===== src/rtl/windowed_watchdog_pkg.sv =====
package windowed_watchdog_pkg;

  // clock rates; the system and MF rates are used for the oscillator sampling check
  localparam int unsigned CLK_HZ    = 10_000_000;
  localparam int unsigned LF_OSC_HZ = 31_000;
  localparam int unsigned MF_OSC_HZ = 31_250;
  localparam int unsigned OSC_OVERSAMPLE = 4;

  // register indices; byte address is four times the index
  localparam logic [13:0] IDX_CTRL0 = 14'h0ecd;
  localparam logic [13:0] IDX_CTRL1 = 14'h0ece;
  localparam logic [13:0] IDX_PSL   = 14'h0ecf;
  localparam logic [13:0] IDX_PSH   = 14'h0ed0;
  localparam logic [13:0] IDX_TMR   = 14'h0ed1;
  localparam logic [13:0] IDX_FLAGS = 14'h0ed2;

  // field positions
  localparam int unsigned C0_SWEN_BIT = 0;
  localparam int unsigned C0_PS_LSB  = 1;
  localparam int unsigned C1_WIN_LSB = 0;
  localparam int unsigned C1_CS_LSB  = 4;
  localparam int unsigned FL_WV_BIT  = 0;
  localparam int unsigned FL_RW_BIT  = 1;
  localparam int unsigned FL_TO_BIT  = 2;
  localparam int unsigned FL_PWRDN_BIT = 3;

  // counter geometry
  localparam int unsigned PS_CNT_W = 18;
  localparam int unsigned TMR_W    = 5;
  localparam logic [4:0]  TMR_LAST = 5'h1f;

  // operating modes
  localparam logic [1:0] MODE_OFF   = 2'h0;
  localparam logic [1:0] MODE_SW    = 2'h1;
  localparam logic [1:0] MODE_NOSLP = 2'h2;
  localparam logic [1:0] MODE_ON    = 2'h3;

  // codes and reset values
  localparam logic [4:0] PS_RST     = 5'h0b;
  localparam logic [4:0] PS_MAX     = 5'h12;
  localparam logic [4:0] PS_MIN     = 5'h00;
  localparam logic [4:0] PS_CFG_SW  = 5'h1f;
  localparam logic [2:0] CS_RST     = 3'h0;
  localparam logic [2:0] CS_MF      = 3'h1;
  localparam logic [2:0] CS_CFG_SW  = 3'h7;
  localparam logic [2:0] WIN_RST    = 3'h7;
  localparam logic [2:0] WIN_FULL   = 3'h7;
  localparam logic [2:0] WIN_CFG_SW = 3'h7;

  // configuration-word settings
  typedef struct packed {
    logic [1:0] mode;
    logic [2:0] cs;
    logic [4:0] ps;
    logic [2:0] win;
  } windowed_watchdog_cfg_t;

  // apb request from the master
  typedef struct packed {
    logic        psel;
    logic        penable;
    logic        pwrite;
    logic [15:0] paddr;
    logic [31:0] pwdata;
    logic [3:0]  pstrb;
  } windowed_watchdog_apb_t;

endpackage : windowed_watchdog_pkg


===== src/rtl/windowed_watchdog_top.sv =====
// Register access over APB was chosen for this implementation.
`timescale 1ns/1ps
`default_nettype none

module windowed_watchdog_top #(
  parameter int unsigned CLK_HZ = windowed_watchdog_pkg::CLK_HZ
) (
  input  wire logic                clock,
  input  wire logic                sys_rst,
  input  wire logic                clk_en,
  input  wire logic                dev_rst,
  input  wire windowed_watchdog_pkg::windowed_watchdog_cfg_t cfg,
  input  wire logic                lf_osc_clk,
  input  wire logic                mf_osc_clk,
  input  wire logic                in_sleep,
  input  wire logic                startup_busy,
  input  wire logic                clear_instr,
  input  wire windowed_watchdog_pkg::windowed_watchdog_apb_t apb,
  output logic [31:0]              prdata,
  output logic                     pready,
  output logic                     pslverr,
  output logic                     wdt_reset_req,
  output logic                     wake_req,
  output logic                     timeout_status_n,
  output logic                     powerdown_status_n,
  output logic                     window_violation_flag,
  output logic                     watchdog_reset_flag
);

  localparam int unsigned PW = windowed_watchdog_pkg::PS_CNT_W;

  // oscillators must be sampled well above their rate
  if (CLK_HZ < windowed_watchdog_pkg::OSC_OVERSAMPLE * windowed_watchdog_pkg::MF_OSC_HZ) begin : g_chk
    $error("system clock too slow to sample the watchdog oscillators");
  end

  // all state of the block
  typedef struct packed {
    logic                      lf_s1;
    logic                      lf_s2;
    logic                      lf_s3;
    logic                      mf_s1;
    logic                      mf_s2;
    logic                      mf_s3;
    logic                      sleep_d;
    logic                      sw_en;
    logic [4:0]                ps_fld;
    logic [2:0]                cs_fld;
    logic [2:0]                win_fld;
    logic                      armed;
    logic [PW-1:0]             pre_cnt;
    logic [windowed_watchdog_pkg::TMR_W-1:0] tmr;
    logic                      wv_flag;
    logic                      rw_flag;
    logic                      to_n;
    logic                      pwrdn_n;
    logic                      rst_req;
    logic                      wake;
    logic [31:0]               rdata;
  } windowed_watchdog_state_t;

  localparam windowed_watchdog_state_t ST_RST = '{
    ps_fld:  windowed_watchdog_pkg::PS_RST,
    cs_fld:  windowed_watchdog_pkg::CS_RST,
    win_fld: windowed_watchdog_pkg::WIN_RST,
    wv_flag: 1'b1,
    rw_flag: 1'b1,
    to_n:    1'b1,
    pwrdn_n: 1'b1,
    default: '0
  };

  windowed_watchdog_state_t st;
  windowed_watchdog_state_t next_st;

  logic [4:0]    ps_eff;
  logic [4:0]    ps_use;
  logic [2:0]    cs_eff;
  logic [2:0]    win_eff;
  logic [4:0]    thr;
  logic [PW:0]   ps_lim;
  logic          active;
  logic          tick;
  logic          pre_done;
  logic          tout;
  logic          windowed;
  logic          win_open;
  logic          viol;
  logic          valid_clr;
  logic          sleep_enter;
  logic          sleep_exit;
  logic          cnt_clr;
  logic          acc;
  logic          setup;
  logic [13:0]   idx;
  logic          sel_c0;
  logic          sel_c1;
  logic          sel_psl;
  logic          sel_psh;
  logic          sel_tmr;
  logic          sel_fl;
  logic          hit;
  logic          ctrl_wr;
  logic          wr_lane;
  logic          rd_c0;
  logic [31:0]   rd_val;

  // effective settings: config word locks a field unless all ones; clock source is locked only in modes 10 and 11
  // prescale source
  assign ps_eff = (cfg.ps == windowed_watchdog_pkg::PS_CFG_SW) ? st.ps_fld : cfg.ps;
  assign ps_use = (ps_eff > windowed_watchdog_pkg::PS_MAX) ? windowed_watchdog_pkg::PS_MIN : ps_eff;
  assign cs_eff = (cfg.mode[1] && cfg.cs != windowed_watchdog_pkg::CS_CFG_SW) ? cfg.cs : st.cs_fld;
  assign win_eff = (cfg.win == windowed_watchdog_pkg::WIN_CFG_SW) ? st.win_fld : cfg.win;

  // operating mode decode
  always_comb begin
    unique case (cfg.mode)
      windowed_watchdog_pkg::MODE_ON:    active = 1'b1;
      windowed_watchdog_pkg::MODE_NOSLP: active = ~in_sleep;
      windowed_watchdog_pkg::MODE_SW:    active = st.sw_en;
      windowed_watchdog_pkg::MODE_OFF:   active = 1'b0;
    endcase
  end

  // watchdog clock edge from the selected oscillator
  assign tick = (cs_eff == windowed_watchdog_pkg::CS_MF) ? (st.mf_s2 & ~st.mf_s3)
                                            : (st.lf_s2 & ~st.lf_s3);

  // prescaler wraps after 2^code ticks, codes above 18 acting as code 0, 32 wraps per period
  assign ps_lim   = {{PW{1'b0}}, 1'b1} << ps_use;
  assign pre_done = (({1'b0, st.pre_cnt} + 1'b1) == ps_lim);
  assign tout     = active & tick & pre_done & (st.tmr == windowed_watchdog_pkg::TMR_LAST);

  // threshold is 4 * (7 - code); code 111 gives zero
  assign thr      = {~win_eff, 2'b00};
  assign windowed = (win_eff != windowed_watchdog_pkg::WIN_FULL);
  assign win_open = (st.tmr >= thr);

  // clear outside window or without arming
  assign viol      = clear_instr & active & windowed & (~st.armed | ~win_open);
  // only an armed clear is accepted in windowed mode
  assign valid_clr = clear_instr & active & ~viol;

  assign sleep_enter = in_sleep & ~st.sleep_d;
  assign sleep_exit  = ~in_sleep & st.sleep_d;

  // apb decode, zero wait states
  assign acc     = apb.psel & apb.penable;
  assign setup   = apb.psel & ~apb.penable;
  assign idx     = apb.paddr[15:2];
  assign sel_c0  = (idx == windowed_watchdog_pkg::IDX_CTRL0);
  assign sel_c1  = (idx == windowed_watchdog_pkg::IDX_CTRL1);
  assign sel_psl = (idx == windowed_watchdog_pkg::IDX_PSL);
  assign sel_psh = (idx == windowed_watchdog_pkg::IDX_PSH);
  assign sel_tmr = (idx == windowed_watchdog_pkg::IDX_TMR);
  assign sel_fl  = (idx == windowed_watchdog_pkg::IDX_FLAGS);
  assign hit     = sel_c0 | sel_c1 | sel_psl | sel_psh | sel_tmr | sel_fl;
  assign ctrl_wr = acc & apb.pwrite & (sel_c0 | sel_c1);
  assign wr_lane = acc & apb.pwrite & apb.pstrb[0];
  assign rd_c0   = acc & ~apb.pwrite & sel_c0;

  // every cause that clears the counter
  assign cnt_clr = dev_rst | valid_clr | sleep_enter | sleep_exit | ~active
                 | startup_busy | ctrl_wr | tout | viol;

  // read data mux, captured in the setup phase
  always_comb begin
    rd_val = 32'h0000_0000;
    if (sel_c0) begin
      rd_val[windowed_watchdog_pkg::C0_SWEN_BIT] = st.sw_en;
      rd_val[windowed_watchdog_pkg::C0_PS_LSB +: 5] = ps_eff;
    end
    if (sel_c1) begin
      rd_val[windowed_watchdog_pkg::C1_CS_LSB +: 3] = cs_eff;
      rd_val[windowed_watchdog_pkg::C1_WIN_LSB +: 3] = win_eff;
    end
    if (sel_psl) begin
      rd_val[7:0] = st.pre_cnt[7:0];
    end
    if (sel_psh) begin
      rd_val[7:0] = st.pre_cnt[15:8];
    end
    // armed status in the counter register
    if (sel_tmr) begin
      rd_val[7:0] = {st.tmr, st.armed, st.pre_cnt[PW-1:PW-2]};
    end
    if (sel_fl) begin
      rd_val[windowed_watchdog_pkg::FL_WV_BIT] = st.wv_flag;
      rd_val[windowed_watchdog_pkg::FL_RW_BIT] = st.rw_flag;
      rd_val[windowed_watchdog_pkg::FL_TO_BIT] = st.to_n;
      rd_val[windowed_watchdog_pkg::FL_PWRDN_BIT] = st.pwrdn_n;
    end
  end

  // next state of the whole block
  always_comb begin
    next_st = st;
    // oscillator synchronisers and edge stage
    next_st.lf_s1 = lf_osc_clk;
    next_st.lf_s2 = st.lf_s1;
    next_st.lf_s3 = st.lf_s2;
    next_st.mf_s1 = mf_osc_clk;
    next_st.mf_s2 = st.mf_s1;
    next_st.mf_s3 = st.mf_s2;
    next_st.sleep_d = in_sleep;

    next_st.rst_req = (tout & ~in_sleep) | viol;
    next_st.wake    = tout & in_sleep;

    if (cnt_clr) begin
      next_st.pre_cnt = '0;
      next_st.tmr     = '0;
      next_st.armed   = 1'b0;
    // count on each rising watchdog clock edge
    end else if (tick) begin
      if (pre_done) begin
        next_st.pre_cnt = '0;
        next_st.tmr     = st.tmr + 1'b1;
      end else begin
        next_st.pre_cnt = st.pre_cnt + 1'b1;
      end
    end
    // no divider input reaches the counter

    if (rd_c0) begin
      next_st.armed = 1'b1;
    end

    // register writes, locked fields ignored
    if (wr_lane && sel_c0) begin
      next_st.sw_en = apb.pwdata[windowed_watchdog_pkg::C0_SWEN_BIT];
      if (cfg.ps == windowed_watchdog_pkg::PS_CFG_SW) begin
        next_st.ps_fld = apb.pwdata[windowed_watchdog_pkg::C0_PS_LSB +: 5];
      end
    end
    if (wr_lane && sel_c1) begin
      if (cfg.cs == windowed_watchdog_pkg::CS_CFG_SW) begin
        next_st.cs_fld = apb.pwdata[windowed_watchdog_pkg::C1_CS_LSB +: 3];
      end
      if (cfg.win == windowed_watchdog_pkg::WIN_CFG_SW) begin
        next_st.win_fld = apb.pwdata[windowed_watchdog_pkg::C1_WIN_LSB +: 3];
      end
    end
    if (wr_lane && sel_fl) begin
      next_st.wv_flag = apb.pwdata[windowed_watchdog_pkg::FL_WV_BIT];
      next_st.rw_flag = apb.pwdata[windowed_watchdog_pkg::FL_RW_BIT];
    end

    // hardware clears win over a firmware write
    // violation clears its flag
    if (viol) begin
      next_st.wv_flag = 1'b0;
    end
    if (tout && !in_sleep) begin
      next_st.rw_flag = 1'b0;
    end

    if (sleep_enter) begin
      next_st.pwrdn_n = 1'b0;
    end
    if (tout && in_sleep) begin
      next_st.to_n = 1'b0;
    end
    if (valid_clr) begin
      next_st.to_n = 1'b1;
      next_st.pwrdn_n = 1'b1;
    end

    // device reset restores default fields, two second period
    if (dev_rst) begin
      next_st.sw_en   = 1'b0;
      next_st.ps_fld  = windowed_watchdog_pkg::PS_RST;
      next_st.cs_fld  = windowed_watchdog_pkg::CS_RST;
      next_st.win_fld = windowed_watchdog_pkg::WIN_RST;
    end

    // snapshot of read data for the access phase
    if (setup) begin
      next_st.rdata = rd_val;
    end
  end

  // state register, frozen while clock enable is low
  always_ff @(posedge clock or posedge sys_rst) begin
    if (sys_rst) begin
      st <= ST_RST;
    end else if (clk_en) begin
      st <= next_st;
    end
  end

  // outputs
  assign prdata                = st.rdata;
  assign pready                = 1'b1;
  assign pslverr               = acc & ~hit;
  assign wdt_reset_req         = st.rst_req;
  assign wake_req              = st.wake;
  assign timeout_status_n      = st.to_n;
  assign powerdown_status_n    = st.pwrdn_n;
  assign window_violation_flag = st.wv_flag;
  assign watchdog_reset_flag   = st.rw_flag;
endmodule : windowed_watchdog_top

`default_nettype wire


===== config.mk =====
export PLATFORM = sky130hd
export DESIGN_NAME = windowed_watchdog_top
export DESIGN_NICKNAME = d
export VERILOG_FILES = /design/src/rtl/windowed_watchdog_pkg.sv /design/src/rtl/windowed_watchdog_top.sv
export SDC_FILE = /design/constraint.sdc
export NUM_CORES = 1
export LEC_CHECK = 0
export BUFFER_PORTS_ARGS = -buffer_cell sky130_fd_sc_hd__buf_4
export CORE_MARGIN = 2
export CORE_UTILIZATION = 31
export DETAILED_ROUTE_END_ITERATION = 6
export HOLD_SLACK_MARGIN = 0.05
export PLACE_DENSITY_LB_ADDON = 0.05
export RECOVER_POWER = 100
export SYNTH_ARGS = -nofsm -noshare
export SYNTH_HDL_FRONTEND = slang
export SYNTH_SLANG_ARGS = --single-unit

===== constraint.sdc =====
create_clock -name clock -period 10.2 [get_ports clock]
set_input_delay 1.53 -clock clock [delete_from_list [all_inputs] [get_ports clock]]
set_output_delay 1.53 -clock clock [all_outputs]
set_load 0.005 [all_outputs]

==> flow_metrics.py <==
metrics = {
    "critical_path": {
        "critPathKind": "in2reg",
        "r2r-end": "st[60]",
        "crit_required_ps": 10360,
        "r2r_setup_slack_ps": 5020,
        "path_max_fanout": 11,
        "reg2reg_depth": 10,
        "cp-start-kind": "input port",
        "r2r-start": "st[43]",
        "cp-end-kind": "flop",
        "crit_arrival_ps": 6410,
    },
    "clocking": {
        "cts_root_buf": "clkbuf_16",
        "worstSkewPairLatency_ps": 340,
        "cts_buffers": 9,
        "ctsHoldBuffers": 0,
        "cts_resized": 0,
        "clock_sinks": 57,
        "cts_tree": "done",
        "cts.htree.levels": 3,
        "path_clk_slew_ps": 60,
        "clk_path_buf_depth": 2,
        "cts_setup_buffers": 0,
    },
    "detailed_routing": {
        "route.detailed.drc": 0,
        "via_per_inst": 5.227,
        "drt_iter0_markers": 212,
        "first_pass_iters": 5,
        "vias": 4030,
        "drtAntennaViolNets": 0,
        "wirelength_mm": 13.71,
        "wl_per_cell_um": 17.79,
    },
    "finish": {
        "final_common_cell": "nand2_1",
        "final_layout_size_suffix_gt1_share_pct": 18.23,
        "fin_nets": 666,
        "n_antenna_cell": 0,
        "layout_common_cells": "nand2_1 (67), o21ai_0 (58), dfrtp_1 (47), buf_4 (46), nor2_1 (33)",
        "area_growth_pct": 15.11,
    },
    "timing": {
        "worst_slack_ps": 3958,
        "relSlewSlack_pct": -117.5,
        "setup_viol": 0,
        "fin_skew_ps": 7.552,
        "fin_setup_tns_ps": 0,
        "hold_viol_final": 0,
        "fin_crit_ps": 6242,
        "fmax_mhz": 160.2,
        "rsz0062_at_grt": "no",
        "min_period_over_period_pct": 61.20,
        "drv_slew": 70,
        "worstMarginPinSlew_ps": 3262,
    },
    "min_path": {
        "hold_depth": 2,
        "hold_path_end": "prdata[0]",
        "hold_class": "reg2reg",
        "min_from": "prdata[0]",
    },
    "die": {
        "start_util_pct": 31.39,
        "core_area_sq_um": 14420,
        "die_area_sq_um": 15590,
        "row_count": 44,
        "die_h_um": 124.9,
        "io_pins": 117,
        "dieWidth_um": 124.9,
    },
    "logic_synthesis": {
        "synth_edf_count": 0,
        "yosysSeqAreaShare_pct": 31.78,
        "syn_area_sq_um": 4528,
        "yosys_warnings": 0,
        "syn_inst": 545,
        "ys.flop_type": "dfrtp_1",
        "synth_area_per_cell_sq_um": 8.308,
        "synth_cell_types": 69,
        "synthArstFlopShare_pct": 100.0,
        "synth-seq-cells": 57,
    },
    "placed_design": {
        "place_congestion": 0.8686,
        "io_buffers": 61,
        "pre_cts_ws_ps": 5076,
        "hpwl_mm": 10.51,
    },
    "power": {
        "p_switching_uw": 172.4,
        "seqPwrFrac_pct": 37.4,
        "p_sw_share_pct": 26.05,
        "pwr-share-clk_pct": 49.0,
        "pwr-share-comb_pct": 13.5,
        "pwr_density_cell_nw_per_um2": 127.0,
        "p_leak_uw": 0.002204,
        "p_int_uw": 489.4,
        "fin_total_pwr_uw": 661.8,
        "max-vdd-ir-drop_v": 0.00008395,
    },
    "grt": {
        "grt_pass1_wl_mm": 21.65,
        "grt_pass1_vias": 3781,
        "grt_max_degree": 58,
        "antenna_found_initial": 0,
        "gr-usage-all-layers_pct": 17.93,
        "grt_overflow": 0,
    },
    "outcome": {
        "failed_checks": "capacitance limit, slew limit",
        "status": "finished, violations left",
    },
    "flow_run": {
        "drv_cap": 2,
    },
}
-- cells in the mapped netlist (3+ instances only) --
| cell | number | area share [%] |
|---|---|---|
| o31ai_1 | 3 | 0.50 |
| o21a_1 | 5 | 0.83 |
| nand2_1 | 67 | 5.6 |
| and3_1 | 5 | 0.69 |
| mux2_2 | 15 | 3.7 |
| buf_1 | 4 | 0.33 |
| nor2b_1 | 10 | 1.4 |
| or2_2 | 3 | 0.41 |
| o21ai_0 | 58 | 6.4 |
| or3_1 | 6 | 0.83 |
| o311ai_0 | 3 | 0.58 |
| and4_1 | 5 | 0.97 |
| dfstp_2 | 10 | 5.8 |
| a31oi_1 | 3 | 0.41 |
| nand4_1 | 8 | 1.1 |
| a21oi_1 | 22 | 2.4 |
| a22o_1 | 12 | 2.3 |
| nand3_1 | 15 | 1.7 |
| xnor2_1 | 9 | 1.7 |
| nor4_1 | 9 | 1.2 |
| dfrtp_1 | 47 | 26 |
| nor2_1 | 32 | 2.7 |
| a32o_1 | 3 | 0.66 |
| xor2_1 | 7 | 1.4 |
| clkbuf_1 | 10 | 0.83 |
| mux2i_1 | 13 | 2.9 |
| nand2b_1 | 10 | 1.4 |
| buf_2 | 10 | 1.1 |
| nor3_1 | 14 | 1.5 |
| nand3b_1 | 4 | 0.66 |
| buf_4 | 36 | 6.0 |
| a22oi_1 | 4 | 0.66 |
| o22ai_1 | 7 | 0.97 |
| a21o_1 | 3 | 0.50 |
| inv_1 | 22 | 1.8 |
| ha_1 | 7 | 1.9 |
| nand4b_1 | 3 | 0.58 |
-- logic make-up (layout without fill, tap and decap cells) --
group / after synthesis / after routing / synth area share [%]
fa+ha+maj: 7 / 7 / 1.934
buf+inv: 82 / 101 / 10.06
compound gates: 147 / 147 / 22.19
simple gates: 205 / 205 / 23.68
flops: 57 / 57 / 31.78
xor+xnor: 17 / 17 / 3.592
mux: 28 / 28 / 6.604
other cells: 2 / 25 / 0.1659
-- state kept, by name (all words and copies together) (netlist names) --
name / flops
watchdog_reset_flag: 1
wake_req: 1
st: 39
next_st: 4
wdt_reset_req: 1
timeout_status_n: 1
prdata: 8
window_violation_flag: 1
powerdown_status_n: 1
-- worst max path at each step --
stage           start     end  slack (ps)
2_1_floorplan  cfg[6]  st[40]        6090
3_3_place_gp   cfg[4]  st[60]        4990
3_5_place_dp   cfg[5]  st[60]        5080
6_report       cfg[4]  st[60]        3960
5_1_grt        cfg[4]  st[60]        3670
4_1_cts        cfg[7]  st[60]        5450
-- worst max-delay path, cell delays in order --
cell	delay, ps
clkbuf_1	300
nand3_1	330
o21ai_0	700
nor4_1	220
xnor3_1	410
a2111oi_0	300
o2111ai_1	330
o31ai_1	1340
or2_0	690
o221ai_1	230
-- stage by stage --
step	cells	hold WS, ps	util, %	instance area, sq um
2_1_floorplan	568	451.0	-	4614
3_3_place_gp	755	461.7	34.32	4950
3_5_place_dp	755	475.8	34.32	4950
4_1_cts	771	486.6	36.48	5261
5_1_grt	771	509.8	36.14	5213
6_report	771	474.3	36.14	5213
-- area by class of cell --
class	count	area (sq um)
Clock inverter	6	82.58
Timing Repair Buffer	63	457.9
Clock buffer	10	229.0
Inverter	22	82.58
Multi-Input combinational cell	429	2691
Sequential cell	57	1439
Tap cell	184	230.2
Fill cell	1532	9211
-- power by group through the flow --
stage	Combinational, uW	Sequential (uW)	Clock [uW]
after floorplan	64.3	249	0
after global placement	92.2	252	0
after detailed placement	92.9	252	0
after CTS	93.2	248	332
after global routing	100	249	343
final	89.5	248	325
-- routing by layer --
layer	share of wire [%]	track usage, %	wire length [um]
met5	0	0	0
met4	1.6	6.078	221
met3	4.2	3.265	571
met2	44	27.10	5988
met1	51	25.74	6933
Power figures use the tool's default switching activity.
